`config.mk`:
```
export PLATFORM = sky130hd
export DESIGN_NAME = crfmt_eth_formatter
export DESIGN_NICKNAME = d
export VERILOG_FILES = /design/src/shared/crfmt_pkg.sv /design/src/shared/crfmt_hdr_if.sv /design/src/rtl/crfmt_type_enc.sv /design/src/rtl/crfmt_eth_formatter.sv
export VERILOG_INCLUDE_DIRS = /design/src /design/src/shared
export SDC_FILE = /design/constraint.sdc
export NUM_CORES = 1
export LEC_CHECK = 0
export ABC_AREA = 1
export ABC_CLOCK_PERIOD_IN_PS = 4500
export BUFFER_PORTS_ARGS = -buffer_cell sky130_fd_sc_hd__buf_2
export CAP_MARGIN = 15
export CELL_PAD_IN_SITES_DETAIL_PLACEMENT = 1
export CELL_PAD_IN_SITES_GLOBAL_PLACEMENT = 2
export CORE_MARGIN = 8
export CORE_UTILIZATION = 29
export DETAILED_ROUTE_END_ITERATION = 8
export PLACE_DENSITY = 0.77
export SLEW_MARGIN = 25
export SYNTH_ARGS = -nofsm -noshare
export SYNTH_HDL_FRONTEND = slang
export SYNTH_HIERARCHICAL = 1
export SYNTH_SLANG_ARGS = --single-unit
```
`constraint.sdc`:
```
create_clock -name ref_clk -period 4.5 [get_ports ref_clk]
set_input_delay 0.675 -clock ref_clk [delete_from_list [all_inputs] [get_ports ref_clk]]
set_output_delay 0.675 -clock ref_clk [all_outputs]
set_load 0.02 [all_outputs]
```
`src/shared/crfmt_cfg.svh`:
```
// constants for the capture record ethernet formatter
`ifndef CRFMT_CFG_SVH
`define CRFMT_CFG_SVH
`define CRFMT_HDR_BYTES      16
`define CRFMT_EXT_BYTES      8
`define CRFMT_OFFPAD_BYTES   2
`define CRFMT_EXT_FLAG_BIT   7
`define CRFMT_CODE_LEGACY    7'h00
`define CRFMT_CODE_HDLC_POS  7'h01
`define CRFMT_CODE_ETH       7'h02
`define CRFMT_CODE_ATM       7'h03
`define CRFMT_CODE_AAL5      7'h04
`define CRFMT_CODE_COLOR_HDLC 7'h0A
`define CRFMT_CODE_COLOR_ETH 7'h0B
`define CRFMT_CODE_RAW_LINK  7'h18
`define CRFMT_CODE_RSV_LO    7'h20
`define CRFMT_CODE_RSV_HI    7'h2F
`define CRFMT_CODE_PAD       7'h30
`define CRFMT_SKIP_VALUE     8'h00
`define CRFMT_PAD_VALUE      8'h00
`define CRFMT_HDR_TYPE_IDX   4'h8
`define CRFMT_HDR_LAST_IDX   4'hF
`define CRFMT_EXT_LAST_IDX   4'h7
`endif

```
`src/shared/crfmt_pkg.sv`:
```
// types for the capture record ethernet formatter
`include "crfmt_cfg.svh"
package crfmt_pkg;
  // record layout codes carried in the low seven type bits
  typedef enum logic [6:0] {
    legacy_record_code     = `CRFMT_CODE_LEGACY,
    hdlc_pos_record_code   = `CRFMT_CODE_HDLC_POS,
    ethernet_record_code   = `CRFMT_CODE_ETH,
    atm_cell_record_code   = `CRFMT_CODE_ATM,
    aal5_frame_record_code = `CRFMT_CODE_AAL5,
    colored_hdlc_code      = `CRFMT_CODE_COLOR_HDLC,
    colored_ethernet_code  = `CRFMT_CODE_COLOR_ETH,
    raw_link_record_code   = `CRFMT_CODE_RAW_LINK,
    pad_record_code        = `CRFMT_CODE_PAD
  } crfmt_code_t;

  // emitter states
  typedef enum logic [2:0] {
    ST_IDLE, ST_HDR, ST_EXT, ST_SKIP, ST_PAD, ST_FRAME
  } crfmt_state_t;

  // whole state of the formatter
  typedef struct packed {
    crfmt_state_t st;
    logic [3:0]   idx;
    logic [3:0]   ext_left;
    logic [15:0]  frm_left;
    logic [63:0]  ts;
    logic [7:0]   type_b;
    logic [7:0]   flags;
    logic [15:0]  rlen;
    logic [15:0]  loss_count_slot;
    logic [15:0]  wlen;
    logic [63:0]  eh_word;
    logic [7:0]   ob;
    logic         ov;
    logic         ol;
  } crfmt_regs_t;
endpackage

```
`src/shared/crfmt_hdr_if.sv`:
```
// carrier between the formatter and its type and length encoder
`timescale 1ns/10ps
interface crfmt_hdr_if;
  logic        color_mode;
  logic [3:0]  ext_count;
  logic [15:0] frame_len;
  logic [7:0]  type_byte;
  logic [15:0] rlen;
  modport fmt (output color_mode, output ext_count, output frame_len,
               input type_byte, input rlen);
  modport enc (input color_mode, input ext_count, input frame_len,
               output type_byte, output rlen);
endinterface

```
`src/rtl/crfmt_type_enc.sv`:
```
// type byte and record length encoder
`timescale 1ns/10ps
`include "crfmt_cfg.svh"
module crfmt_type_enc (
  // request and answer
  crfmt_hdr_if.enc hdr
);
  import crfmt_pkg::*;

  // code choice and extension flag
  always_comb begin
    hdr.type_byte = {(hdr.ext_count != 4'h0),
                     (hdr.color_mode ? colored_ethernet_code : ethernet_record_code)};
  end

  // fixed header plus extensions plus offset and pad plus frame
  always_comb begin
    hdr.rlen = 16'(`CRFMT_HDR_BYTES) + 16'({hdr.ext_count, 3'h0})
             + 16'(`CRFMT_OFFPAD_BYTES) + hdr.frame_len;
  end
endmodule

```
`src/rtl/crfmt_eth_formatter.sv`:
```
// capture record formatter for ethernet frames, one byte per transfer
// Notes on behaviour
// - ethernet records carry format code 2 in type bits six to zero
// - type bit seven is one exactly when extension headers follow
// - codes 0 to 24 name layouts, code 48 marks a padding record
// - codes 32 to 47 are reserved and never emitted here
// - colored ethernet, code 11, puts a color in the loss count slot
// - skipped-bytes byte is unimplemented; any value, host ignores it
// - one pad byte follows, then the frame, so layer three aligns
// - next record timestamp starts record-length bytes after this one's
// - each extension header is eight bytes; its top bit flags another
// - payload equals record length minus 16, extensions and 2
`timescale 1ns/10ps
`include "crfmt_cfg.svh"
module crfmt_eth_formatter (
  // clock and reset
  input  wire logic        ref_clk,
  input  wire logic        rst,
  // record request
  input  wire logic        start,
  output logic             start_ready,
  input  wire logic        color_mode,
  input  wire logic [63:0] timestamp,
  input  wire logic [7:0]  flags,
  input  wire logic [15:0] loss_count,
  input  wire logic [15:0] color_value,
  input  wire logic [15:0] wire_len,
  input  wire logic [15:0] frame_len,
  input  wire logic [3:0]  ext_count,
  // extension header words
  input  wire logic [63:0] eh_data,
  input  wire logic        eh_valid,
  output logic             eh_ready,
  // captured frame bytes
  input  wire logic [7:0]  fr_data,
  input  wire logic        fr_valid,
  output logic             fr_ready,
  // record byte stream to the host side
  output logic [7:0]       out_data,
  output logic             out_valid,
  output logic             out_last,
  input  wire logic        out_ready,
  // state
  output logic             busy
);
  import crfmt_pkg::*;

  crfmt_regs_t r_reg;
  crfmt_regs_t r_next;
  logic        advance;
  logic [63:0] ext_word;

  crfmt_hdr_if hdr ();

  // encoder fed from request ports
  assign hdr.color_mode = color_mode;
  assign hdr.ext_count  = ext_count;
  assign hdr.frame_len  = frame_len;

  crfmt_type_enc crfmt_type_enc_i (
    .hdr (hdr)
  );

  // byte of the fixed header: stamp little endian, counts big endian
  function automatic logic [7:0] hdr_byte(input crfmt_regs_t s, input logic [3:0] i);
    logic [7:0] b;
    b = 8'h00;
    unique case (i)
      4'h8:    b = s.type_b;
      4'h9:    b = s.flags;
      4'hA:    b = s.rlen[15:8];
      4'hB:    b = s.rlen[7:0];
      4'hC:    b = s.loss_count_slot[15:8];
      4'hD:    b = s.loss_count_slot[7:0];
      4'hE:    b = s.wlen[15:8];
      4'hF:    b = s.wlen[7:0];
      default: b = s.ts[{i[2:0], 3'h0} +: 8];
    endcase
    return b;
  endfunction

  // handshakes
  assign advance     = !r_reg.ov || out_ready;
  assign start_ready = (r_reg.st == ST_IDLE) && advance;
  assign eh_ready    = advance && (r_reg.st == ST_EXT) && (r_reg.idx == 4'h0);
  assign fr_ready    = advance && (r_reg.st == ST_FRAME);
  assign ext_word    = (r_reg.idx == 4'h0) ? eh_data : r_reg.eh_word;

  // next state
  always_comb begin
    r_next = r_reg;
    if (advance) begin
      r_next.ov = 1'b0;
      r_next.ol = 1'b0;
      unique case (r_reg.st)
        ST_IDLE: begin
          if (start) begin
            r_next.st              = ST_HDR;
            r_next.idx             = 4'h0;
            r_next.ts              = timestamp;
            r_next.type_b          = hdr.type_byte;
            r_next.flags           = flags;
            r_next.rlen            = hdr.rlen;
            r_next.loss_count_slot = color_mode ? color_value : loss_count;
            r_next.wlen            = wire_len;
            r_next.ext_left        = ext_count;
            r_next.frm_left        = frame_len;
          end
        end
        ST_HDR: begin
          r_next.ob  = hdr_byte(r_reg, r_reg.idx);
          r_next.ov  = 1'b1;
          r_next.idx = r_reg.idx + 4'h1;
          if (r_reg.idx == `CRFMT_HDR_LAST_IDX) begin
            r_next.idx = 4'h0;
            r_next.st  = (r_reg.ext_left != 4'h0) ? ST_EXT : ST_SKIP;
          end
        end
        ST_EXT: begin
          if (r_reg.idx != 4'h0 || eh_valid) begin
            r_next.eh_word = ext_word;
            r_next.ob      = ext_word[63 - {r_reg.idx[2:0], 3'h0} -: 8];
            if (r_reg.idx == 4'h0) begin
              r_next.ob[`CRFMT_EXT_FLAG_BIT] = (r_reg.ext_left > 4'h1);
            end
            r_next.ov  = 1'b1;
            r_next.idx = r_reg.idx + 4'h1;
            if (r_reg.idx == `CRFMT_EXT_LAST_IDX) begin
              r_next.idx      = 4'h0;
              r_next.ext_left = r_reg.ext_left - 4'h1;
              if (r_reg.ext_left == 4'h1) begin
                r_next.st = ST_SKIP;
              end
            end
          end
        end
        ST_SKIP: begin
          r_next.ob = `CRFMT_SKIP_VALUE;
          r_next.ov = 1'b1;
          r_next.st = ST_PAD;
        end
        ST_PAD: begin
          r_next.ob = `CRFMT_PAD_VALUE;
          r_next.ov = 1'b1;
          if (r_reg.frm_left == 16'h0000) begin
            r_next.ol = 1'b1;
            r_next.st = ST_IDLE;
          end else begin
            r_next.st = ST_FRAME;
          end
        end
        ST_FRAME: begin
          if (fr_valid) begin
            r_next.ob       = fr_data;
            r_next.ov       = 1'b1;
            r_next.frm_left = r_reg.frm_left - 16'h0001;
            if (r_reg.frm_left == 16'h0001) begin
              r_next.ol = 1'b1;
              r_next.st = ST_IDLE;
            end
          end
        end
      endcase
    end
  end

  // state register
  always_ff @(posedge ref_clk) begin
    if (rst) begin
      r_reg <= '0;
    end else begin
      r_reg <= r_next;
    end
  end

  // outputs
  assign out_data  = r_reg.ob;
  assign out_valid = r_reg.ov;
  assign out_last  = r_reg.ol;
  assign busy      = (r_reg.st != ST_IDLE);

  // helper: bytes of the current record handed over so far
  logic [15:0] sent_reg;
  logic [15:0] frame_start_reg;
  logic        in_frame_reg;
  logic        color_mode_q;
  always_ff @(posedge ref_clk) begin
    if (rst) begin
      sent_reg        <= 16'h0000;
      frame_start_reg <= 16'h0000;
      in_frame_reg    <= 1'b0;
    end else if (out_valid && out_ready) begin
      sent_reg     <= out_last ? 16'h0000 : sent_reg + 16'h0001;
      in_frame_reg <= (r_reg.st == ST_FRAME) && !out_last;
    end
  end

  // checks
  eth_code_a: assert property (@(posedge ref_clk) disable iff (rst)
    (r_reg.st == ST_HDR && r_reg.idx == `CRFMT_HDR_TYPE_IDX + 4'h1) |->
    (out_data[6:0] == (color_mode_q ? 7'h0B : 7'h02)))
    else $error("type byte holds a wrong format code");
  always_ff @(posedge ref_clk) begin
    if (rst) begin
      color_mode_q <= 1'b0;
    end else if (start && start_ready) begin
      color_mode_q <= color_mode;
    end
  end
  ext_flag_a: assert property (@(posedge ref_clk) disable iff (rst)
    (start && start_ready) |=> (r_reg.type_b[7] == ($past(ext_count) != 4'h0)))
    else $error("extension flag does not match the extension count");
  code_known_a: assert property (@(posedge ref_clk) disable iff (rst)
    (r_reg.st != ST_IDLE) |-> (r_reg.type_b[6:0] <= 7'h18))
    else $error("type code outside the defined layouts");
  no_reserved_a: assert property (@(posedge ref_clk) disable iff (rst)
    (r_reg.st != ST_IDLE) |-> !(r_reg.type_b[6:0] inside {[7'h20:7'h2F]}))
    else $error("reserved format code emitted");
  color_slot_a: assert property (@(posedge ref_clk) disable iff (rst)
    (start && start_ready && color_mode) |=>
    (r_reg.loss_count_slot == $past(color_value) && r_reg.type_b[6:0] == 7'h0B))
    else $error("colored record lacks the color value");
  // pad sits at offset one modulo four, so the frame's network header lands on a word
  pad_then_frame_a: assert property (@(posedge ref_clk) disable iff (rst)
    (r_reg.st == ST_PAD && advance && r_reg.frm_left != 16'h0000) |=>
    (out_valid && out_data == `CRFMT_PAD_VALUE && r_reg.st == ST_FRAME
     && sent_reg[1:0] == 2'h1))
    else $error("pad byte not followed by the frame");
  rec_len_a: assert property (@(posedge ref_clk) disable iff (rst)
    (out_valid && out_ready && out_last) |-> (sent_reg + 16'h0001 == r_reg.rlen))
    else $error("bytes sent differ from record length");
  ext_next_a: assert property (@(posedge ref_clk) disable iff (rst)
    (r_reg.st == ST_EXT && r_reg.idx == 4'h1 && out_valid) |->
    (out_data[7] == (r_reg.ext_left > 4'h1)))
    else $error("extension follow bit is wrong");
  piece_order_a: assert property (@(posedge ref_clk) disable iff (rst)
    (in_frame_reg && out_valid) |-> (r_reg.st == ST_FRAME || r_reg.st == ST_IDLE))
    else $error("record pieces out of order");
endmodule

```
== Yosys cells after proc, flatten, opt, wreduce, memory -nomap -nowiden ==
Cells that the tools add are included.

* Register bits: 229
* Input bits: 219
* Output and inout bits: 14
* Logic and storage cells: 98

* Add/sub/neg operators: 7
* Magnitude comparators: 1
* Eq/ne operators: 23
* Shift operators: 2
* Multiplexer cells: 25
* Reductions and logical operators: 26

{| class="wikitable"
|+ Operators by type and width
! cell !! number
|-
| $mux W155 || 1
|-
| $shiftx A71 B33 Y8 || 1
|-
| $mux W64 || 1
|-
| $pmux W8 S8 || 1
|-
| $shiftx A64 B7 Y8 || 1
|-
| $pmux W9 S4 || 1
|-
| $eq A4 B4 Y1 const B || 8
|-
| $mux W16 || 2
|-
| $pmux W16 S2 || 1
|-
| $mux W11 || 2
|-
| $pmux W3 S6 || 1
|-
| $add A16 B16 Y16 || 1
|-
| $add A16 B2 Y16 const B || 1
|-
| $eq A16 B1 Y1 const B || 1
|-
| $logic_not A16 Y1 || 1
|-
| $reduce_bool A4 Y1 || 4
|-
| $sub A16 B1 Y16 const B || 1
|-
| $mux W3 || 4
|-
| $pmux W4 S3 || 1
|-
| $reduce_and A4 Y1 || 3
|-
| $mux W10 || 1
|-
| $mux W9 || 1
|-
| $add A5 B7 Y8 const A || 1
|-
| $ne A2 B2 Y1 const B || 4
|-
| other kinds (26) || 40
|}

== Logic depth before layout (Yosys ltp) ==
Gate-level depths: netlist (run 1).

* Word-level depth: 6
* Gate-level depth with buffers: 17
* Gate-level depth less buffers: 14

== Modules after synthesis ==
The synthesis (run 1) kept the hierarchy.

{| class="wikitable"
|+ Modules (own cells, without submodules)
! module !! times used !! cells each !! area each (um^2) !! sequential area each (um^2)
|-
| crfmt_eth_formatter || 1 || 1,793 || 11,786.3 || 4,584.4
|-
| crfmt_type_enc || 1 || 116 || 634.4 || 0.0
|}

== Least setup slack after synthesis (run 1) ==
Ideal clock, no wire load.

* Path kind: register to output
* Start point: register r_reg[222] in the netlist's numbering
* End point: output port eh_ready
* Arrival time: 2.059 ns
* Slack: 1.766 ns
* Stages on the path, launching flop included: 10
* Cell sequence: dfxtp_1 -> buf_2 -> inv_2 -> buf_2 -> buf_2 -> ha_1 -> nand2_1 -> buf_4 -> buf_2 -> nor3_1

* Word-level cells in the longest chain between the ends: 2

{| class="wikitable"
|+ RTL lines
! item !! RTL line !! source
|-
| start, declared || crfmt_eth_formatter.sv:48 || <nowiki>crfmt_regs_t r_reg;</nowiki>
|-
| start signal, assigned || crfmt_eth_formatter.sv:172 || <nowiki>r_reg <= r_next;</nowiki>
|-
| $logic_not A4 Y1 || crfmt_eth_formatter.sv:85 || <nowiki>assign eh_ready = advance && (r_reg.st == ST_EXT) && (r_reg.idx == 4'h0);</nowiki>
|-
| $logic_and A1 B1 Y1 || crfmt_eth_formatter.sv:85 ||
|-
| end, declared || crfmt_eth_formatter.sv:33 || <nowiki>output logic eh_ready,</nowiki>
|}

No other way between the ends.

== Worst setup path in the final report (run 1) ==
* Start point: register r_reg[224] in the netlist's numbering
* End point: output port eh_ready

The elaborated chain is that of the path after synthesis.

==> results of run 1 <==
-- logic make-up (layout without fill, tap and decap cells) --
group / Yosys count / after routing
compound gates: 394 / 394
xor+xnor: 12 / 12
fa+ha+maj: 18 / 18
buf+inv: 241 / 396
flops: 229 / 229
other cells: 2 / 5
simple gates: 1013 / 1013
-- placed cells by master (no fill, tap or decap), drive strengths merged --
cell        n
nand3     261
nor2      324
a21o        2
nand3b      5
nor3b       1
xor2        9
clkinv      5
dfxtp     229
o211ai      1
and2        1
a22oi       1
clkinvlp    1
a21boi      1
a221oi      1
a31oi      64
nand2     397
inv        98
a211oi      5
a21oi      82
buf       247
or4         1
xnor2       3
bufinv      4
nor3        8
ha         18
nand4      15
o21ai     236
conb        5
clkbuf     41
o21a        1
-- final cells by class --
class,count,area [um2]
clock buffer,41,841
tap,546,683
inverter,98,375
clock inverter,10,156
fill,5464,28000
timing repair buffer,247,1290
multi-input combinational,1442,6780
sequential,229,4590
-- synth_stat cells (2+ instances only) --
| library cell | count | share of area [%] |
|---|---|---|
| nand2_1 | 392 | 12 |
| nor2_1 | 313 | 9.5 |
| nand3_1 | 260 | 10 |
| o21ai_0 | 231 | 9.3 |
| dfxtp_1 | 229 | 37 |
| inv_1 | 87 | 2.6 |
| a21oi_1 | 82 | 3.3 |
| a31oi_1 | 64 | 3.2 |
| clkbuf_1 | 53 | 1.6 |
| buf_2 | 52 | 2.1 |
| buf_4 | 31 | 1.9 |
| ha_1 | 18 | 1.8 |
| nand4_1 | 14 | 0.71 |
| inv_2 | 11 | 0.33 |
| xor2_1 | 9 | 0.63 |
| buf_1 | 6 | 0.18 |
| nor2_4 | 6 | 0.54 |
| a211oi_1 | 5 | 0.30 |
| nand3b_1 | 5 | 0.30 |
| nor2_2 | 5 | 0.25 |
| nor3_1 | 5 | 0.20 |
| nand2_2 | 4 | 0.20 |
| o21ai_1 | 4 | 0.16 |
| xnor2_1 | 3 | 0.21 |
| a21o_1 | 2 | 0.12 |
| conb_1 | 2 | 0.060 |
| nor3_2 | 2 | 0.16 |
-- power by group through the flow --
| stage | Combinational [mW] | Clock (mW) | Sequential [mW] |
|---|---|---|---|
| after CTS | 3.17 | 2.52 | 3.09 |
| after global routing | 3.56 | 2.60 | 3.16 |
| after floorplan | 2.30 | 0 | 2.99 |
| after global placement | 3.09 | 0 | 3.10 |
| final | 3.14 | 2.45 | 3.09 |
| after detailed placement | 3.15 | 0 | 3.12 |
-- per-layer routing --
layer	GRT usage [%]	wire length, um	vias to the layer above
li1	-	-	6601
met1	24.7	22900	6204
met2	30.4	21700	276
met3	3.52	2300	70
met4	4.76	1150	2
met5	0	13	-
-- worst max-delay path: cells and delay by family (launching register included) --
| kind | cells | cell delay [ns] |
|---|---|---|
| buffers and inverters | 2 | 0.66 |
| AND/OR/NAND/NOR | 3 | 0.45 |
| flip-flops | 1 | 0.96 |
-- worst paths after layout --
path / from / to / slack (ns)
min: timestamp[61] / r_reg[199] / 0.39
max: r_reg[224] / eh_ready / 1.16
min reg2reg: out_data[5] / out_data[5] / 0.48
max reg2reg: r_reg[222] / r_reg[227] / 1.33
==> out/results.txt, run 1 <==
Run status: completed
VDD IR max: 331 uV
Hold buffers post-CTS: 0
Setup TNS: 0 ns
CP Launch Type: flip-flop
Die height: 223 um
Ys flop type: dfxtp_1
Clk pwr share: 28.2%
Root Driver: clkbuf_16
Slew headroom: 34.9%
Post-synthesis async set-or-reset flop share: 0%
DR vias: 13200
Placement Rows: 76
Int Power: 5.17 mW
Post-CTS setup buffer count: 0
Synth Area in XOR/XNOR: 0.846%
Die Area: 49700 um2
Post-DP HPWL: 34700 um
Sequential-to-total area share from yosys stat: 36.9%
PostCTS Resize Cnt: 0
Fin area: 14700 um2
Final GP Congestion: 0.849
Leakage: 6.57 nW
Nets: 2283
Clock transition at the registers of the reported paths: 0.06 ns
Post-synthesis mux area share: 0%
Final hold violation count: 0
Yosys reg bits: 229
Setup ws final: 1.16 ns
Synth Area in Simple Gates: 34.7%
Clk_skew: 0.0194 ns
Pre-CTS setup slack: 1.30 ns
Total core area: 42700 um2
Initial antenna violation count: 1
Post-synth EDFFs: 0
Post-Synth Adder-Cell Area: 1.81%
Cells after synthesis: 1909
Worst reg2reg path depth: 9
Crit path required time: 3.83 ns
Tcrit/Tclk final: 74.1%
Largest stage delay on the critical path: 0.96 ns
RSZ-0062 raised after global routing: false
TritonCTS clock tree: yes
First-pass GRT wire length: 75300 um
Die W: 223 um
P_sw: 3.49 mW
Port Buf Inserts: 232
Switching part of the total power: 40.3%
Max-cap violations: 0
Antenna diodes: 0
Antenna-violating nets left: 0
Vias in the first global route: 13600
Post-Place Cell Area: 13700 um2
Per-cell routed wire length: 18.4 um
IO Count: 233
Longest Clk Path Bufs: 3
Remaining routing DRC violations: 0
Final Total Pwr: 8.67 mW
Placed Cells incl. Taps: 2562
Routed WL: 48000 um
Hold depth: 3
Initial Util: 29.1%
Yosys warning count: 6
Post-Layout Cell Count: 2613
Pwr per Cell Area: 589 nW/um2
Largest net degree at the start of global routing: 129
Post-layout util: 34.5%
Slew @ Worst Pin: 0.975 ns
H-tree Lvls: 1
Starting DRT DRC Count: 905
Slowest cell on crit path: dfxtp_1
Crit path cell chain: nor2_4, nand2_2, buf_4, nor3_1, buf_2
CP max FO: 34
Crit path kind: flip-flop to primary output
Worst Hold Class: input port to flip-flop
Part of the power in registers: 35.6%
Area of the mapped netlist: 12400 um2
Syn-to-layout area delta: 18.5%
Largest family of logic cells by synthesized area: simple AND/OR/NAND/NOR gates
Synth cell types: 41
Num CTS Buffers: 28
Drt via density: 5.03
Complex-gate fraction of the synthesized area: 16.8%
Grt ovf: 0
Crit. End Element: primary output
Comb power frac: 36.2%
Crit path time final: 3.34 ns
Sink Count: 229
Max frequency: 300 MHz
Total Routing Usage GR: 18.5%
Final setup viols: 0
Fin. max-slew vios: 0
Max reg flops: 219
Layout cells sized above 1: 16.1%
Syn_area_per_cell: 6.51 um2
Final hold slack: 0.386 ns
Crit path DAT: 2.66 ns
Clk_lat worst skew: 0.55 ns
DR pass1 iterations: 6
Power figures use the tool's default switching activity.
==> run 2: changes to the inputs <==
--- a/config.mk
+++ b/config.mk
@@ -6,8 +6,8 @@
 export SDC_FILE = /design/constraint.sdc
 export NUM_CORES = 1
 export LEC_CHECK = 0
-export ABC_AREA = 1
-export ABC_CLOCK_PERIOD_IN_PS = 4500
+export ABC_AREA = 0
+export ABC_CLOCK_PERIOD_IN_PS = 2790
 export BUFFER_PORTS_ARGS = -buffer_cell sky130_fd_sc_hd__buf_2
 export CAP_MARGIN = 15
 export CELL_PAD_IN_SITES_DETAIL_PLACEMENT = 1
@@ -15,7 +15,7 @@
 export CORE_MARGIN = 8
 export CORE_UTILIZATION = 29
 export DETAILED_ROUTE_END_ITERATION = 8
-export PLACE_DENSITY = 0.77
+export PLACE_DENSITY = 0.76
 export SLEW_MARGIN = 25
 export SYNTH_ARGS = -nofsm -noshare
 export SYNTH_HDL_FRONTEND = slang
==> constraint.sdc (replaced) <==
create_clock -name ref_clk -period 2.79 [get_ports ref_clk]
set_input_delay 0.4185 -clock ref_clk [delete_from_list [all_inputs] [get_ports ref_clk]]
set_output_delay 0.4185 -clock ref_clk [all_outputs]
set_load 0.02 [all_outputs]
==> out/results.txt, run 2 <==
Setup TNS: 0 ns
Num CTS Buffers: 29
Fin. max-slew vios: 0
Vias in the first global route: 11900
Grt ovf: 0
Final Total Pwr: 9.84 mW
TritonCTS clock tree: yes
Crit. End Element: primary output
IO Count: 233
Die height: 217 um
Synth Area in Simple Gates: 22.0%
Total Routing Usage GR: 18.0%
Synth top area cells: dfxtp_1 39%, nand2_1 12%, a21oi_1 9.8%
Int Power: 6.88 mW
Area of the mapped netlist: 11700 um2
Complex-gate fraction of the synthesized area: 21.2%
Post-CTS setup buffer count: 0
Starting DRT DRC Count: 722
Final GP Congestion: 0.785
Setup ws final: 0.115 ns
Max-cap violations: 0
Post-synth EDFFs: 0
Largest family of logic cells by synthesized area: simple AND/OR/NAND/NOR gates
Slowest cell on crit path: or3b_1
Post-DP HPWL: 32600 um
Tcrit/Tclk final: 95.9%
Run status: completed
Crit path time final: 2.68 ns
Crit path kind: flip-flop to primary output
CP max FO: 17
Commonest cells after routing, fill and taps aside: 377 x nand2_1, 232 x buf_2, 229 x a21oi_1
Pwr per Cell Area: 689 nW/um2
Clock transition at the registers of the reported paths: 0.06 ns
Largest stage delay on the critical path: 0.59 ns
Crit path DAT: 2.26 ns
Initial antenna violation count: 5
Syn-to-layout area delta: 22.4%
Post-layout util: 35.9%
Max frequency: 374 MHz
Drt via density: 5.15
Commonest non-fill, non-tap cell in the layout: nand2_1
R2R setup slack: 0.26 ns
Leakage: 5.52 nW
First-pass GRT wire length: 68500 um
Fin area: 14300 um2
Cells after synthesis: 1478
Layout cells sized above 1: 22.5%
CP Launch Type: flip-flop
Most common cell in the synthesized netlist: nand2_1
Initial Util: 29.4%
Switching part of the total power: 30.1%
Sequential-to-total area share from yosys stat: 39.3%
Syn_area_per_cell: 7.89 um2
Worst reg2reg path depth: 8
DR pass1 iterations: 5
Per-cell routed wire length: 20.2 um
Yosys reg bits: 229
Final setup viols: 0
Total core area: 39700 um2
Root Driver: clkbuf_16
Die W: 217 um
Nets: 1884
Pre-CTS setup slack: 0.228 ns
Clk_skew: 0.0112 ns
Post-Synth Adder-Cell Area: 1.93%
DR vias: 11300
Slew headroom: 52.1%
Port Buf Inserts: 232
Post-synthesis async set-or-reset flop share: 0%
VDD IR max: 409 uV
Worst Hold Class: input port to flip-flop
Die Area: 46900 um2
Routed WL: 44300 um
Ys flop type: dfxtp_1
Hold buffers post-CTS: 0
H-tree Lvls: 1
RSZ-0062 raised after global routing: false
P_sw: 2.96 mW
Largest net degree at the start of global routing: 113
Leading area contributor after synthesis: dfxtp_1
Yosys warning count: 6
Comb power frac: 21.3%
Final hold violation count: 0
Synth top cells by count: 379 x nand2_1, 229 x a21oi_1, 229 x dfxtp_1
Crit path required time: 2.37 ns
Sink Count: 229
Slew @ Worst Pin: 0.719 ns
Top-area cell type share of the netlist area: 39.3%
Crit path cell chain: or3b_1, buf_4, nor3_2, buf_2
Remaining routing DRC violations: 0
Part of the power in registers: 38.2%
Max reg flops: 219
Post-synthesis mux area share: 7.79%
Placement Rows: 73
Clk_lat worst skew: 0.55 ns
Clk pwr share: 40.5%
Longest Clk Path Bufs: 3
Hold depth: 3
Antenna-violating nets left: 0
Synth Area in XOR/XNOR: 1.13%
Post-Place Cell Area: 13300 um2
Synth cell types: 71
[run 2: final timing paths]
| kind | start | to |
|---|---|---|
| max | r_reg[226] | eh_ready |
| min | wire_len[13] | r_reg[87] |
| max reg2reg | r_reg[222] | out_data[6] |
| min reg2reg | out_last | out_last |
[run 2: kinds of logic after synthesis]
kind of cell / count (synthesis)
and+or+nand+nor: 581
AOI/OAI and AO/OA: 406
DFF: 229
buffers and inverters: 161
muxes: 66
adders and majority gates: 18
xor gates and xnor gates: 15
other: 2
[run 2: timing repair]
action | CTS | global route
gates resized for setup | 1 | 1
endpoints found under the hold margin | 0 | 0
setup endpoints to repair | 1 | 1
[run 2: worst max-delay path, delay by kind of cell, from the launching register on]
kind,cells,cell delay (ns)
DFF,1,0.49
buffers and inverters,2,0.47
and+or+nand+nor,2,0.75
[run 2: area by class of cell]
cell class                 instances  area (um2)
fill                            4855       25500
antenna                            3        7.51
sequential                       229        4590
clock buffer                      42         875
clock inverter                     7         139
multi-input combinational       1091        6350
tap                              525         657
inverter                          20        75.1
timing repair buffer             276        1580
[run 2: routing by layer]
| metal | GRT usage, % | vias to the layer above | wire (um) |
|---|---|---|---|
| li1 | - | 5508 | - |
| met1 | 24.2 | 5484 | 20400 |
| met2 | 29.6 | 247 | 20600 |
| met3 | 3.22 | 60 | 2200 |
| met4 | 4.51 | 4 | 1050 |
| met5 | 0 | - | 27 |
[run 2: metrics by stage]
step / hold WS, ns / cells
2_1_floorplan: 0.432 / 1481
4_1_cts: 0.0843 / 2189
3_5_place_dp: 0.445 / 2140
3_3_place_gp: 0.437 / 2140
6_report: 0.109 / 2193
5_1_grt: 0.0998 / 2192
[run 2: power by group through the flow]
stage	logic, mW	registers, mW	clock network [mW]
after global placement	2.06	3.82	0
after global routing	2.32	3.80	4.21
after detailed placement	2.11	3.83	0
after floorplan	1.42	3.75	0
final	2.10	3.76	3.98
after CTS	2.12	3.76	4.08
==> run 3: changes to the inputs <==
--- a/config.mk
+++ b/config.mk
@@ -15,8 +15,8 @@
 export CORE_MARGIN = 8
 export CORE_UTILIZATION = 29
 export DETAILED_ROUTE_END_ITERATION = 8
-export PLACE_DENSITY = 0.76
-export SLEW_MARGIN = 25
+export PLACE_DENSITY_LB_ADDON = 0.05
+export SLEW_MARGIN = 5
 export SYNTH_ARGS = -nofsm -noshare
 export SYNTH_HDL_FRONTEND = slang
 export SYNTH_HIERARCHICAL = 1
==> out/results.txt, run 3 (same netlist as run 2, synthesis figures left out) <==
Leakage: 5.49 nW
Run status: completed
Drt via density: 5.08
Crit path kind: flip-flop to primary output
Die W: 217 um
Max reg flops: 219
Post-CTS setup buffer count: 0
DR vias: 11200
Placement Rows: 73
Largest stage delay on the critical path: 0.48 ns
Root Driver: clkbuf_16
CP Launch Type: flip-flop
DR pass1 iterations: 5
Crit. End Element: primary output
Longest Clk Path Bufs: 3
Largest net degree at the start of global routing: 97
Post-DP HPWL: 33300 um
Num CTS Buffers: 29
Layout cells sized above 1: 22.5%
Total Routing Usage GR: 18.6%
Per-cell routed wire length: 20.6 um
Post-Place Cell Area: 13300 um2
Crit-path leading delay family: simple AND/OR/NAND/NOR gates
Final GP Congestion: 0.774
Vias in the first global route: 11700
First-pass GRT wire length: 69600 um
Grt ovf: 0
RSZ-0062 raised after global routing: false
TritonCTS clock tree: yes
Pwr per Cell Area: 671 nW/um2
Slew @ Worst Pin: 0.673 ns
Nets: 1887
Register area: 4590 um2
H-tree Lvls: 1
Fin. max-slew vios: 0
Worst Hold Class: input port to flip-flop
Commonest non-fill, non-tap cell in the layout: nand2_1
Routed WL: 45300 um
VDD IR max: 412 uV
Multi-input logic area: 6360 um2
R2R setup slack: 0.33 ns
Commonest cells after routing, fill and taps aside: 377 x nand2_1, 231 x buf_2, 229 x a21oi_1
Antenna-violating nets left: 0
Crit path required time: 2.37 ns
Die height: 217 um
Port Buf Inserts: 232
Crit path time final: 2.66 ns
Tcrit/Tclk final: 95.5%
Fin area: 14200 um2
IO Count: 233
Die Area: 46900 um2
Hold buffers post-CTS: 0
Remaining routing DRC violations: 0
Max frequency: 375 MHz
Crit path DAT: 2.24 ns
Clock transition at the registers of the reported paths: 0.06 ns
Slowest cell on crit path: or3b_4
Fillers: 4808
Slew headroom: 54.7%
Initial Util: 29.4%
Syn-to-layout area delta: 21.9%
CP max FO: 10
Max-cap violations: 0
Buf+Inv Stages, Crit Path: 2
Crit path cell chain: inv_1, ha_2, or3b_4, nor3_2, buf_2
Pre-CTS setup slack: 0.205 ns
Setup ws final: 0.127 ns
Setup TNS: 0 ns
Clk_skew: 0.00979 ns
Initial antenna violation count: 10
Total core area: 39700 um2
Sink Count: 229
Final setup viols: 0
Starting DRT DRC Count: 493
Clk_lat worst skew: 0.57 ns
Final hold violation count: 0
run 3: cell types whose count changed in the layout (fill, tap and decap cells not counted), sizes merged:
cell	previous run	this run
buf	276	279
bufinv	4	1
clkinv	2	4
clkinvlp	0	2
diode	3	1
clkbuf	42	43
run 3: what timing repair did:
item | CTS | global route
endpoints found under the setup margin | 1 | 1
resized for setup | 1 | 1
cloned | 0 | 0
run 3: area by class of cell:
class,instances,share of cell area (%)
Multi-Input combinational cell,1091,44.7
Sequential cell,229,32.3
Timing Repair Buffer,279,11.4
Clock buffer,43,5.89
Tap cell,525,4.62
Clock inverter,8,0.598
Inverter,20,0.528
Antenna cell,1,0.0176
run 3: worst register-to-register path: stages (launching register included):
cell and delay (ns):
dfxtp_2 0.32, inv_1 0.08, ha_2 0.26, nor3b_4 0.31, buf_4 0.31, mux2i_1 0.14
o21ai_0 0.31, nand4_1 0.31, a311oi_1 0.32
run 3: path summary, 6_finish.rpt:
check | start | endpoint | depth (start not counted)
min | flags[2] | r_reg[124] | 3
min reg2reg | r_reg[187] | r_reg[187] | 2
max reg2reg | r_reg[222] | out_data[4] | 8
max | r_reg[222] | eh_ready | 5
run 3: report_power, final:
group | total [mW] | switching [mW] | internal [mW]
combinational | 2.12 | 1.31 | 0.813
clock | 3.68 | 1.52 | 2.16
sequential | 3.74 | 0.181 | 3.56
total | 9.54 | 3.01 | 6.53
run 3: stage by stage:
stage | util (%) | hold slack (ns) | cells | power (mW)
3_5_place_dp | 33.5 | 0.446 | 2144 | 5.96
2_1_floorplan | - | 0.432 | 1481 | 5.17
3_3_place_gp | 33.5 | 0.439 | 2144 | 5.94
6_report | 35.8 | 0.0837 | 2196 | 9.54
4_1_cts | 35.8 | 0.0541 | 2195 | 9.72
5_1_grt | 35.8 | 0.0679 | 2195 | 10.1
run 3: layer usage:
layer | vias to the layer above | GRT usage (%) | share of wire [%]
li1 | 5519 | - | -
met3 | 67 | 4.46 | 4.9
met5 | - | 0 | 0.25
met4 | 18 | 3.74 | 1.7
met2 | 200 | 28.9 | 44
met1 | 5355 | 25.9 | 49
